### src/hdl/sssc_cfg.svh
`ifndef SSSC_CFG_SVH
`define SSSC_CFG_SVH

// Register byte offsets.
`define SSSC_OFF_TRIM 8'h00
`define SSSC_OFF_TRIM_INV 8'h04
`define SSSC_OFF_IMPACT 8'h08
`define SSSC_OFF_STATUS 8'h0C
`define SSSC_OFF_FLAGS 8'h10

// Field positions in the impact register.
`define SSSC_IMP_IO_OV 1:0
`define SSSC_IMP_IO_UV 3:2
`define SSSC_IMP_GEN_OV 5:4
`define SSSC_IMP_GEN_UV 7:6
`define SSSC_IMP_GEN_SRC 10:8
`define SSSC_IMP_ASSERT_BIT 1

// Field positions in the status register.
`define SSSC_ST_BUSY 4
`define SSSC_ST_REJECT 5
`define SSSC_ST_TARGET 12:8
`define SSSC_ST_OFFSET 20:16
`define SSSC_ST_INIT 24

// Reset values.
`define SSSC_RST_TRIM 5'h00
`define SSSC_RST_TRIM_INV 5'h1F
`define SSSC_RST_OV_IMPACT 2'h2
`define SSSC_RST_UV_IMPACT 2'h1
`define SSSC_RST_GEN_SRC 3'h0
`define SSSC_TRIM_MAX 5'h10

// Monitor indices.
`define SSSC_MON_IO_OV 0
`define SSSC_MON_IO_UV 1
`define SSSC_MON_GEN_OV 2
`define SSSC_MON_GEN_UV 3
`define SSSC_MON_COUNT 4

// Regulator source codes; every other code means an external regulator.
`define SSSC_SRC_PRE 3'h1
`define SSSC_SRC_LIN 3'h2
`define SSSC_SRC_AUX 3'h3
`define SSSC_OFF_PRE 0
`define SSSC_OFF_LIN 1
`define SSSC_OFF_AUX 2

// AXI responses.
`define SSSC_RESP_OKAY 2'h0
`define SSSC_RESP_SLVERR 2'h2

// Timing.
`define SSSC_CLK_PERIOD_NS 50
`define SSSC_OV_DGLT_SHORT_NS 25000
`define SSSC_OV_DGLT_LONG_NS 45000
`define SSSC_UV_DGLT_0_NS 5000
`define SSSC_UV_DGLT_1_NS 15000
`define SSSC_UV_DGLT_2_NS 25000
`define SSSC_UV_DGLT_3_NS 40000
`define SSSC_CORE_OV_FILTER_NS 25000
`define SSSC_CYC_UP(t) (((t) + `SSSC_CLK_PERIOD_NS - 1) / `SSSC_CLK_PERIOD_NS)
`define SSSC_RAMP_STEP_CYC \
   (`SSSC_CORE_OV_FILTER_NS / `SSSC_CLK_PERIOD_NS / 32'(`SSSC_TRIM_MAX))

`endif

### src/hdl/sssc_pkg.sv
package sssc_pkg;

   typedef logic [4:0] sssc_code_type;
   typedef logic [1:0] sssc_impact_type;
   typedef logic [7:0] sssc_thr_type;
   typedef logic [2:0] sssc_src_type;

   typedef enum logic {SSSC_SCALE_IDLE, SSSC_SCALE_RAMP} sssc_scale_state_type;

endpackage : sssc_pkg

### src/hdl/sssc_top.sv
`include "sssc_cfg.svh"
`timescale 1ns/1ps
`default_nettype none

module sssc_top
(
   input wire logic aclk,
   input wire logic aresetn,
   input wire logic [7:0] s_axi_awaddr,
   input wire logic [2:0] s_axi_awprot,
   input wire logic s_axi_awvalid,
   output logic s_axi_awready,
   input wire logic [31:0] s_axi_wdata,
   input wire logic [3:0] s_axi_wstrb,
   input wire logic s_axi_wvalid,
   output logic s_axi_wready,
   output logic [1:0] s_axi_bresp,
   output logic s_axi_bvalid,
   input wire logic s_axi_bready,
   input wire logic [7:0] s_axi_araddr,
   input wire logic [2:0] s_axi_arprot,
   input wire logic s_axi_arvalid,
   output logic s_axi_arready,
   output logic [31:0] s_axi_rdata,
   output logic [1:0] s_axi_rresp,
   output logic s_axi_rvalid,
   input wire logic s_axi_rready,
   input wire logic safety_init_phase,
   input wire logic failsafe_enable,
   input wire logic io_ov_cmp,
   input wire logic io_uv_cmp,
   input wire logic gen_ov_cmp,
   input wire logic gen_uv_cmp,
   input wire sssc_pkg::sssc_src_type io_rail_source_select,
   input wire logic gen_ov_enable,
   input wire logic gen_uv_enable,
   input wire sssc_pkg::sssc_thr_type io_ov_threshold_code,
   input wire sssc_pkg::sssc_thr_type io_uv_threshold_code,
   input wire sssc_pkg::sssc_thr_type gen_ov_threshold_code,
   input wire sssc_pkg::sssc_thr_type gen_uv_threshold_code,
   input wire logic io_ov_deglitch_sel,
   input wire logic [1:0] io_uv_deglitch_sel,
   input wire logic gen_ov_deglitch_sel,
   input wire logic [1:0] gen_uv_deglitch_sel,
   output sssc_pkg::sssc_thr_type io_ov_threshold,
   output sssc_pkg::sssc_thr_type io_uv_threshold,
   output sssc_pkg::sssc_thr_type gen_ov_threshold,
   output sssc_pkg::sssc_thr_type gen_uv_threshold,
   output sssc_pkg::sssc_code_type core_threshold_offset,
   output sssc_pkg::sssc_code_type core_buck_offset,
   output logic [2:0] reg_switch_off,
   output logic [3:0] fault_active,
   output logic reset_out_n
);
   import sssc_pkg::*;

   localparam int CNT_W = 10;
   localparam int STEP_W = 8;

   initial
   begin
      if (`SSSC_CYC_UP(`SSSC_OV_DGLT_LONG_NS) >= (1 << CNT_W))
         $error("Deglitch counter too narrow.");
      if (`SSSC_RAMP_STEP_CYC < 1 || `SSSC_RAMP_STEP_CYC >= (1 << STEP_W))
         $error("Ramp step counter out of range.");
   end

   // Register bus state.
   logic aw_held;
   logic w_held;
   logic [7:0] aw_addr;
   logic [31:0] w_data;
   logic [3:0] w_strb;
   logic wr_fire;
   logic [31:0] wr_mask;

   // Configuration and status state.
   sssc_code_type trim_code;
   sssc_code_type trim_inv;
   sssc_impact_type io_ov_reset_effect;
   sssc_impact_type io_uv_reset_effect;
   sssc_impact_type gen_ov_reset_effect;
   sssc_impact_type gen_uv_reset_effect;
   sssc_src_type gen_monitor_source_reg;
   sssc_code_type scale_target;
   logic scale_reject;
   logic [3:0] fault_sticky;
   sssc_scale_state_type scale_state;
   logic [STEP_W-1:0] step_cnt;

   // Monitor state.
   logic [3:0] cmp_raw;
   logic [3:0] cmp_meta;
   logic [3:0] cmp_sync;
   logic [3:0] mon_en;
   logic [3:0] filt;
   logic [3:0] filt_q;
   logic [CNT_W-1:0] lim [`SSSC_MON_COUNT];
   logic [3:0] reset_sel;

   assign wr_fire = aw_held && w_held && !s_axi_bvalid;
   assign s_axi_awready = !aw_held;
   assign s_axi_wready = !w_held;
   assign s_axi_arready = !s_axi_rvalid;

   always_comb
   begin
      for (int i = 0; i < 4; i++)
         wr_mask[i*8 +: 8] = {8{w_strb[i]}};
   end

   always_ff @(posedge aclk)
   begin
      if (!aresetn)
      begin
         aw_held <= 1'b0;
         aw_addr <= 8'h00;
      end
      else if (s_axi_awvalid && !aw_held)
      begin
         aw_held <= 1'b1;
         aw_addr <= s_axi_awaddr;
      end
      else if (wr_fire)
         aw_held <= 1'b0;
   end

   always_ff @(posedge aclk)
   begin
      if (!aresetn)
      begin
         w_held <= 1'b0;
         w_data <= 32'h00000000;
         w_strb <= 4'h0;
      end
      else if (s_axi_wvalid && !w_held)
      begin
         w_held <= 1'b1;
         w_data <= s_axi_wdata;
         w_strb <= s_axi_wstrb;
      end
      else if (wr_fire)
         w_held <= 1'b0;
   end

   always_ff @(posedge aclk)
   begin
      if (!aresetn)
      begin
         s_axi_bvalid <= 1'b0;
         s_axi_bresp <= `SSSC_RESP_OKAY;
      end
      else if (wr_fire)
      begin
         s_axi_bvalid <= 1'b1;
         if (aw_addr == `SSSC_OFF_TRIM || aw_addr == `SSSC_OFF_TRIM_INV ||
             aw_addr == `SSSC_OFF_IMPACT || aw_addr == `SSSC_OFF_STATUS ||
             aw_addr == `SSSC_OFF_FLAGS)
            s_axi_bresp <= `SSSC_RESP_OKAY;
         else
            s_axi_bresp <= `SSSC_RESP_SLVERR;
      end
      else if (s_axi_bready)
         s_axi_bvalid <= 1'b0;
   end

   // Settings other than the generic monitor source written outside the init phase are dropped silently with OKAY.
   always_ff @(posedge aclk)
   begin
      if (!aresetn)
      begin
         trim_code <= `SSSC_RST_TRIM;
         trim_inv <= `SSSC_RST_TRIM_INV;
      end
      else if (wr_fire && safety_init_phase)
      begin
         if (aw_addr == `SSSC_OFF_TRIM)
            trim_code <= sssc_code_type'((32'(trim_code) & ~wr_mask) | (w_data & wr_mask));
         if (aw_addr == `SSSC_OFF_TRIM_INV)
            trim_inv <= sssc_code_type'((32'(trim_inv) & ~wr_mask) | (w_data & wr_mask));
      end
   end

   // The inverse write is the trigger; a code above the table end is refused too.
   always_ff @(posedge aclk)
   begin
      if (!aresetn)
      begin
         scale_target <= `SSSC_RST_TRIM;
         scale_reject <= 1'b0;
      end
      else if (wr_fire && safety_init_phase && aw_addr == `SSSC_OFF_TRIM_INV && w_strb[0])
      begin
         if (w_data[4:0] == ~trim_code && trim_code <= `SSSC_TRIM_MAX)
         begin
            scale_target <= trim_code;
            scale_reject <= 1'b0;
         end
         else
            scale_reject <= 1'b1;
      end
   end

   always_ff @(posedge aclk)
   begin
      if (!aresetn)
      begin
         io_ov_reset_effect <= `SSSC_RST_OV_IMPACT;
         io_uv_reset_effect <= `SSSC_RST_UV_IMPACT;
         gen_ov_reset_effect <= `SSSC_RST_OV_IMPACT;
         gen_uv_reset_effect <= `SSSC_RST_UV_IMPACT;
      end
      else if (wr_fire && safety_init_phase && aw_addr == `SSSC_OFF_IMPACT && w_strb[0])
      begin
         io_ov_reset_effect <= w_data[`SSSC_IMP_IO_OV];
         io_uv_reset_effect <= w_data[`SSSC_IMP_IO_UV];
         gen_ov_reset_effect <= w_data[`SSSC_IMP_GEN_OV];
         gen_uv_reset_effect <= w_data[`SSSC_IMP_GEN_UV];
      end
   end

   always_ff @(posedge aclk)
   begin
      if (!aresetn)
         gen_monitor_source_reg <= `SSSC_RST_GEN_SRC;
      else if (wr_fire && aw_addr == `SSSC_OFF_IMPACT && w_strb[1])
         gen_monitor_source_reg <= w_data[`SSSC_IMP_GEN_SRC];
   end

   // Write-one-to-clear; a new fault edge in the same cycle keeps its flag.
   always_ff @(posedge aclk)
   begin
      if (!aresetn)
         fault_sticky <= 4'h0;
      else if (wr_fire && aw_addr == `SSSC_OFF_FLAGS && w_strb[0])
         fault_sticky <= (fault_sticky & ~w_data[3:0]) | (filt & ~filt_q);
      else
         fault_sticky <= fault_sticky | (filt & ~filt_q);
   end

   always_ff @(posedge aclk)
   begin
      if (!aresetn)
      begin
         s_axi_rvalid <= 1'b0;
         s_axi_rdata <= 32'h00000000;
         s_axi_rresp <= `SSSC_RESP_OKAY;
      end
      else if (s_axi_arvalid && !s_axi_rvalid)
      begin
         s_axi_rvalid <= 1'b1;
         s_axi_rresp <= `SSSC_RESP_OKAY;
         s_axi_rdata <= 32'h00000000;
         unique case (s_axi_araddr)
            `SSSC_OFF_TRIM: s_axi_rdata <= 32'(trim_code);
            `SSSC_OFF_TRIM_INV: s_axi_rdata <= 32'(trim_inv);
            `SSSC_OFF_IMPACT:
               s_axi_rdata <= {21'h000000, gen_monitor_source_reg, gen_uv_reset_effect,
                               gen_ov_reset_effect, io_uv_reset_effect, io_ov_reset_effect};
            `SSSC_OFF_STATUS:
               s_axi_rdata <= {7'h00, safety_init_phase, 3'h0, core_buck_offset,
                               3'h0, scale_target, 2'h0, scale_reject,
                               scale_state == SSSC_SCALE_RAMP, filt};
            `SSSC_OFF_FLAGS: s_axi_rdata <= {28'h0000000, fault_sticky};
            default: s_axi_rresp <= `SSSC_RESP_SLVERR;
         endcase
      end
      else if (s_axi_rready)
         s_axi_rvalid <= 1'b0;
   end

   // Monitor thresholds move the moment the target is accepted.
   assign core_threshold_offset = scale_target;

   // Ramp one code per step so sixteen codes fit inside the core OV filter time.
   always_ff @(posedge aclk)
   begin
      if (!aresetn)
      begin
         scale_state <= SSSC_SCALE_IDLE;
         step_cnt <= '0;
         core_buck_offset <= `SSSC_RST_TRIM;
      end
      else
      begin
         unique case (scale_state)
            SSSC_SCALE_IDLE:
            begin
               step_cnt <= '0;
               if (core_buck_offset != scale_target)
                  scale_state <= SSSC_SCALE_RAMP;
            end
            SSSC_SCALE_RAMP:
            begin
               if (core_buck_offset == scale_target)
                  scale_state <= SSSC_SCALE_IDLE;
               else if (step_cnt == STEP_W'(`SSSC_RAMP_STEP_CYC - 1))
               begin
                  step_cnt <= '0;
                  if (core_buck_offset < scale_target)
                     core_buck_offset <= core_buck_offset + 5'h01;
                  else
                     core_buck_offset <= core_buck_offset - 5'h01;
               end
               else
                  step_cnt <= step_cnt + STEP_W'(1);
            end
         endcase
      end
   end

   always_ff @(posedge aclk)
   begin
      if (!aresetn)
      begin
         io_ov_threshold <= 8'h00;
         io_uv_threshold <= 8'h00;
         gen_ov_threshold <= 8'h00;
         gen_uv_threshold <= 8'h00;
      end
      else
      begin
         io_ov_threshold <= io_ov_threshold_code;
         gen_ov_threshold <= gen_ov_threshold_code;
         io_uv_threshold <= io_uv_threshold_code;
         gen_uv_threshold <= gen_uv_threshold_code;
      end
   end

   assign cmp_raw = {gen_uv_cmp, gen_ov_cmp, io_uv_cmp, io_ov_cmp};

   always_ff @(posedge aclk)
   begin
      if (!aresetn)
      begin
         cmp_meta <= 4'h0;
         cmp_sync <= 4'h0;
      end
      else
      begin
         cmp_meta <= cmp_raw;
         cmp_sync <= cmp_meta;
      end
   end

   always_comb
   begin
      mon_en = {4{failsafe_enable}};
      mon_en[`SSSC_MON_GEN_OV] = failsafe_enable && gen_ov_enable;
      mon_en[`SSSC_MON_GEN_UV] = failsafe_enable && gen_uv_enable;
      lim[`SSSC_MON_IO_OV] = io_ov_deglitch_sel ?
         CNT_W'(`SSSC_CYC_UP(`SSSC_OV_DGLT_LONG_NS)) :
         CNT_W'(`SSSC_CYC_UP(`SSSC_OV_DGLT_SHORT_NS));
      lim[`SSSC_MON_GEN_OV] = gen_ov_deglitch_sel ?
         CNT_W'(`SSSC_CYC_UP(`SSSC_OV_DGLT_LONG_NS)) :
         CNT_W'(`SSSC_CYC_UP(`SSSC_OV_DGLT_SHORT_NS));
      lim[`SSSC_MON_IO_UV] = CNT_W'(`SSSC_CYC_UP(`SSSC_UV_DGLT_0_NS));
      lim[`SSSC_MON_GEN_UV] = CNT_W'(`SSSC_CYC_UP(`SSSC_UV_DGLT_0_NS));
      for (int m = `SSSC_MON_IO_UV; m <= `SSSC_MON_GEN_UV; m += 2)
      begin
         unique case (m == `SSSC_MON_IO_UV ? io_uv_deglitch_sel : gen_uv_deglitch_sel)
            2'h0: lim[m] = CNT_W'(`SSSC_CYC_UP(`SSSC_UV_DGLT_0_NS));
            2'h1: lim[m] = CNT_W'(`SSSC_CYC_UP(`SSSC_UV_DGLT_1_NS));
            2'h2: lim[m] = CNT_W'(`SSSC_CYC_UP(`SSSC_UV_DGLT_2_NS));
            2'h3: lim[m] = CNT_W'(`SSSC_CYC_UP(`SSSC_UV_DGLT_3_NS));
         endcase
      end
   end

   // A fault is declared after its condition has held for the whole filter
   // time and is released as soon as the synchronised comparator drops.
   for (genvar g = 0; g < `SSSC_MON_COUNT; g++)
   begin : deglitch
      logic [CNT_W-1:0] cnt;
      always_ff @(posedge aclk)
      begin
         if (!aresetn || !mon_en[g] || !cmp_sync[g])
         begin
            cnt <= '0;
            filt[g] <= 1'b0;
         end
         else if (cnt != lim[g] - CNT_W'(1))
            cnt <= cnt + CNT_W'(1);
         else
            filt[g] <= 1'b1;
      end
   end

   always_ff @(posedge aclk)
   begin
      if (!aresetn)
         filt_q <= 4'h0;
      else
         filt_q <= filt;
   end

   assign fault_active = filt;

   // Only the upper impact bit counts, so the reserved 01 code has no reset effect.
   always_comb
   begin
      reset_sel[`SSSC_MON_IO_OV] = io_ov_reset_effect[`SSSC_IMP_ASSERT_BIT];
      reset_sel[`SSSC_MON_IO_UV] = io_uv_reset_effect[`SSSC_IMP_ASSERT_BIT];
      reset_sel[`SSSC_MON_GEN_OV] = gen_ov_reset_effect[`SSSC_IMP_ASSERT_BIT];
      reset_sel[`SSSC_MON_GEN_UV] = gen_uv_reset_effect[`SSSC_IMP_ASSERT_BIT];
   end

   always_ff @(posedge aclk)
   begin
      if (!aresetn)
         reset_out_n <= 1'b1;
      else
         reset_out_n <= !(|(filt & reset_sel));
   end

   // External sources match no code, so no switch-off bit is raised for them.
   always_ff @(posedge aclk)
   begin
      if (!aresetn)
         reg_switch_off <= 3'h0;
      else
      begin
         reg_switch_off[`SSSC_OFF_PRE] <=
            (filt[`SSSC_MON_IO_OV] && io_rail_source_select == `SSSC_SRC_PRE) ||
            (filt[`SSSC_MON_GEN_OV] && gen_monitor_source_reg == `SSSC_SRC_PRE);
         reg_switch_off[`SSSC_OFF_LIN] <=
            (filt[`SSSC_MON_IO_OV] && io_rail_source_select == `SSSC_SRC_LIN) ||
            (filt[`SSSC_MON_GEN_OV] && gen_monitor_source_reg == `SSSC_SRC_LIN);
         reg_switch_off[`SSSC_OFF_AUX] <=
            (filt[`SSSC_MON_IO_OV] && io_rail_source_select == `SSSC_SRC_AUX) ||
            (filt[`SSSC_MON_GEN_OV] && gen_monitor_source_reg == `SSSC_SRC_AUX);
      end
   end

endmodule : sssc_top

`default_nettype wire
### config.mk
export PLATFORM = sky130hd
export DESIGN_NAME = sssc_top
export DESIGN_NICKNAME = d
export VERILOG_FILES = /design/src/hdl/sssc_pkg.sv /design/src/hdl/sssc_top.sv
export VERILOG_INCLUDE_DIRS = /design/src /design/src/hdl
export SDC_FILE = /design/constraint.sdc
export NUM_CORES = 1
export LEC_CHECK = 0
export ABC_AREA = 1
export BUFFER_PORTS_ARGS = -buffer_cell sky130_fd_sc_hd__clkbuf_2
export CAP_MARGIN = 10
export CORE_UTILIZATION = 48
export DETAILED_ROUTE_END_ITERATION = 8
export GPL_TIMING_DRIVEN = 0
export HOLD_SLACK_MARGIN = 0.03
export PLACE_DENSITY = 0.74
export SYNTH_ARGS = -nofsm -noshare
export SYNTH_HDL_FRONTEND = slang
export SYNTH_SLANG_ARGS = --single-unit
### constraint.sdc
create_clock -name aclk -period 2 [get_ports aclk]
set_input_delay 0.4 -clock aclk [delete_from_list [all_inputs] [get_ports aclk]]
set_output_delay 0.4 -clock aclk [all_outputs]
set_load 0.02 [all_outputs]
## Word-level counts from Yosys, hierarchy flattened

Index checks and enable logic that the tools add are counted.

| word-level totals | value |
|---|---|
| register bits after elaboration | 198 |
| output and inout port bits | 91 |

| operators by class | value |
|---|---|
| add/subtract/negate cells | 11 |
| order comparisons | 2 |
| equal/unequal tests | 29 |
| muxes and demuxes | 23 |
| bitwise logic cells | 16 |
| reductions and logical operators | 64 |

Operator list:

| kind | number |
|---|---|
| one-hot mux 25 bit (5 select lines) | 1 |
| one-hot mux 10 bit (4 select lines) | 2 |
| adder 10 x 1 -> 10 bit, second input constant | 4 |
| != test 10 bit | 4 |
| subtractor 10 x 1 -> 10 bit, second input constant | 4 |
| equality test 8 x 4 -> 1 bit, second input constant | 4 |
| equality test 8 x 5 -> 1 bit, second input constant | 3 |
| logical AND 1 bit | 23 |
| 2-to-1 mux 10 bit | 2 |
| equality test 8 x 3 -> 1 bit, second input constant | 2 |
| zero test 8 bit | 2 |
| 2-to-1 mux 8 bit | 2 |
| one-hot mux 8 bit (2 select lines) | 1 |
| AND 5 bit | 3 |
| logical OR 1 bit | 14 |
| zero test 1 bit | 13 |
| AND 4 bit | 3 |
| equality test 3 x 2 -> 1 bit, second input constant | 4 |
| equality test 5 bit | 2 |
| 2-to-1 mux 1 bit | 10 |
| inverter 5 bit | 2 |
| OR 5 bit | 2 |
| adder 8 x 1 -> 8 bit, second input constant | 1 |
| equality test 2 bit, second input constant | 4 |
| other kinds (21) | 33 |

## Longest topological paths before layout

| logic depth | value |
|---|---|
| depth in word-level cells | 6 |
| depth in mapped cells | 16 |

## Worst setup path before layout

No wires, ideal clock.

| timing path | value |
|---|---|
| path type | reg2reg |
| from | reg scale_target[4] (netlist: core_threshold_offset[4]) |
| to | reg core_buck_offset[4] |
| library setup time | 110 ps |
| arrival time | 2125 ps |
| slack | -235 ps |
| cell stages (with the launch flop) | 14 |
| path buffers | 0 |
| clock period less this slack | 2235 ps |
| cells stage by stage | dfxtp_1 > inv_1 > ha_1 > nand2_1 > inv_1 > a21oi_1 > nand2_1 > fa_1 > a21oi_1 > nand3_1 > nand3_1 > nand2_1 > inv_1 > nor2_1 |

| on the way | value |
|---|---|
| longest elaborated chain between the ends | 3 |
| elaborated cells between the ends (all ways) | 5 |

RTL lines:

| item | line | source |
|---|---|---|
| start, declared | sssc_top.sv:85 | `sssc_code_type scale_target;` |
| start signal, assigned | sssc_top.sv:189 | `` scale_target <= `SSSC_RST_TRIM; `` |
| start signal, assigned | sssc_top.sv:196 | `scale_target <= trim_code;` |
| parallel branches: the longest is 3 deep, another holds < comparator 5 bit | n/a |  |
| end signal, assigned | sssc_top.sv:282 | `` core_buck_offset <= `SSSC_RST_TRIM; `` |
| end signal, assigned | sssc_top.sv:301 | `core_buck_offset <= core_buck_offset + 5'h01;` |
| end signal, assigned | sssc_top.sv:303 | `core_buck_offset <= core_buck_offset - 5'h01;` |
| end, declared | sssc_top.sv:50 | `output sssc_pkg::sssc_code_type core_buck_offset,` |

Several ways; the timed one is not identified.
A chain may end at the register's enable or synchronous reset.

## Worst setup path after layout

| timing path | value |
|---|---|
| from | reg scale_target[2] (netlist: core_threshold_offset[2]) |
| to | reg core_buck_offset[4] |

Same word-level chain as after synthesis.

==> flow_summary.toml <==
[setup_path]
crit_fanout = 5
crit_start = "core_threshold_offset[2]"
start_kind = "flip-flop"
required_ps = 2360
worst-setup-path-type = "flip-flop to flip-flop"
reg2reg_from = "core_threshold_offset[2]"
critical_path_arrival_ps = 2390
r2r_setup_slack_ps = -30
worstSetupEndpointType = "flip-flop"

[cts]
clk_pin_slew_ps = 70
htreeDepth = 4
clock_latency_ps = 430
clockBufferDepth = 2
cts_tree = "done"
clockRootBuffer = "clkbuf_16"
cts_buffers = 17
cts.sinks = 183
hold_buffers = 0

[place]
gp_congestion = 0.918
dp_slack_ps = -153
dp_hpwl_um = 15100
placed_area_um2 = 9350
place_inst = 1526
numPortBuffers = 156

[synthesis]
syn_avg_cell_area_um2 = 7.18
async_flop_share_pct = 0
seq_area_frac_synth_pct = 44.9
synth-edff-count = 0
synth_seq_cells = 183
synthFlopType = "dfxtp_1"
synth_cell_types = 40
syn-cell-area_um2 = 8160
yosys_warnings = 0
syn_inst = 1136

[finish]
largestRegisters = "deglitch.cnt (40), s_axi_rdata (19), w_data (11)"
nNetsFinal = 1462
num_antenna_cells = 0
syn2layout_area_growth_pct = 23.8
final_cells = 1565
drive_gt1_share_pct = 21.0
largest_reg_flops = 40
top_register = "deglitch.cnt"
design_area_um2 = 10100

[grt]
grt_overflow_total = 0
grt_pass1_vias = 7028
grt_pass1_wl_um = 33400
grt.total_usage_pct = 23.7
antenna_found_initial = 0
grt_max_degree = 17

[routing]
routedWlPerCell_um = 12.9
first_iter_violations = 455
routed_wl_um = 20100
vias_per_cell = 4.91
firstDrtPassIters = 4
via_count = 7679
ant_nets = 0
drc = 0

[power_and_ir_drop]
ir_drop_v = 0.000605
powerDensity_nw_per_um2 = 787
p_leak_uw = 0.00480
finalPower_uw = 7950

[timing]
final-setup-viol-count = 1
fmax_mhz = 493
finalCriticalPeriod_ps = 2030
rsz0062_at_grt = "true"
tightestPinTransition_ps = 706
hold_viol = 0
finClkSkew_ps = 11.7
slew_headroom_pct = 52.9
timing.final.crit_share_pct = 101
slew_viol_final = 0
fin_ws_ps = -29.3

[die]
die_height_um = 132
dieArea_um2 = 17500
row_count = 47
initial_core_util_pct = 49.2
io_pins = 205
die_x_um = 132
coreArea_um2 = 16600

[min_path]
min_path_type = "input pin to flip-flop"
hp-start = "io_uv_threshold_code[2]"

[flow_run]
drv_cap = 0

[run_status]
status = "complete, but fails checks"
violations = "negative setup slack"
## cells in the mapped netlist (3+ instances only)
cell / instances / area, um^2
nand2_1: 256 / 961
dfxtp_1: 183 / 3660
inv_1: 168 / 631
nor2_1: 111 / 417
a21oi_1: 91 / 455
nand3_1: 90 / 450
o21ai_0: 79 / 395
buf_4: 20 / 150
clkbuf_1: 16 / 60.1
ha_1: 14 / 175
nand4_1: 14 / 87.6
xor2_1: 11 / 96.3
nor3_1: 10 / 50.1
buf_2: 8 / 40.0
xnor2_1: 7 / 61.3
nor2_2: 6 / 37.5
nor3_2: 5 / 50.1
o211ai_2: 5 / 62.6
inv_2: 4 / 15.0
nand2_2: 4 / 25.0
nand3b_1: 4 / 30.0
o21ai_1: 4 / 20.0
a211oi_1: 3 / 22.5
nor2_4: 3 / 33.8
nor4_1: 3 / 18.8
## metal layers
layer  part of all wire (%)  track usage (%)
met1                     47             31.4
met2                     45             38.2
met3                    6.6             5.27
met4                    1.4             7.60
met5                      0                0
## cells by family (layout without fill, tap and decap cells)
family | after synthesis | in the layout | synth area share, %
flip-flops | 183 | 183 | 44.9
AND/OR/NAND/NOR | 513 | 513 | 27.3
AO/OA/AOI/OAI | 189 | 189 | 12.3
other | 1 | 15 | 0.0460
XOR/XNOR | 18 | 18 | 1.93
buffers and inverters | 217 | 412 | 11.0
adder cells (fa/ha/maj) | 15 | 15 | 2.39
## layout by cell type (no fill, tap or decap), drive strengths merged
cell,count
nand3b,4
xor2,11
o21bai,1
o22ai,1
dfxtp,183
a21boi,1
or2,4
o21a,1
fa,1
xnor2,7
conb,15
clkinv,3
nand4,14
nor3,16
o31ai,1
bufinv,3
nor4,3
ha,14
inv,173
a211oi,3
nand3,92
clkbuf,196
buf,37
o21ai,83
a21oi,91
o211ai,7
nand2,260
nor2,120
## layout make-up
type,count,area [um^2]
Multi-Input combinational cell,750,3760
Tap cell,220,275
Buffer,45,254
Clock inverter,7,114
Fill cell,1537,6490
Inverter,172,646
Clock buffer,24,512
Sequential cell,183,3690
Timing Repair Buffer,164,841
## critical path, cell delays in order, from the launching register on
cell	delay, ps
dfxtp_4	360
inv_2	40
ha_4	210
nand2_2	70
nand2_2	70
a21oi_4	180
nand2_4	110
fa_2	390
a21oi_2	150
inv_1	50
nand2_1	80
nand3_1	70
nand2_1	60
inv_1	30
nor2_1	80
## per-stage QoR
stage / hold slack [ps] / setup TNS, ps / utilization (%)
after floorplan: 390 / 0 / -
after global placement: 397 / -140 / 56.4
after detailed placement: 398 / -207 / 56.4
after CTS: 140 / 0 / 60.6
after global routing: 142 / -211 / 60.9
final: 147 / -29.3 / 60.9
## path summary, 6_finish.rpt
| check | end | cells after the start |
|---|---|---|
| worst max register to register | core_buck_offset[4] | 14 |
| worst min-delay path | io_uv_threshold[2] | 3 |
| worst max-delay path | core_buck_offset[4] | 14 |
| worst min register to register | cmp_sync[1] | 2 |
## power breakdown
group	switching, uW	internal [uW]	leakage [uW]	total (uW)
logic	414	222	0.00299	636
registers	56.0	3740	0.00150	3800
clock network	1360	2160	0.000312	3520
total	1830	6120	0.00480	7950
## repair_timing
item | 4_1_cts | 5_1_grt
buffers inserted | 4 | 4
endpoints found under the setup margin | 2 | 2
endpoints found under the hold margin | 0 | 0
pin swaps | 7 | 5
gates resized for setup | 11 | 4
(Power assumes the default switching activity.)
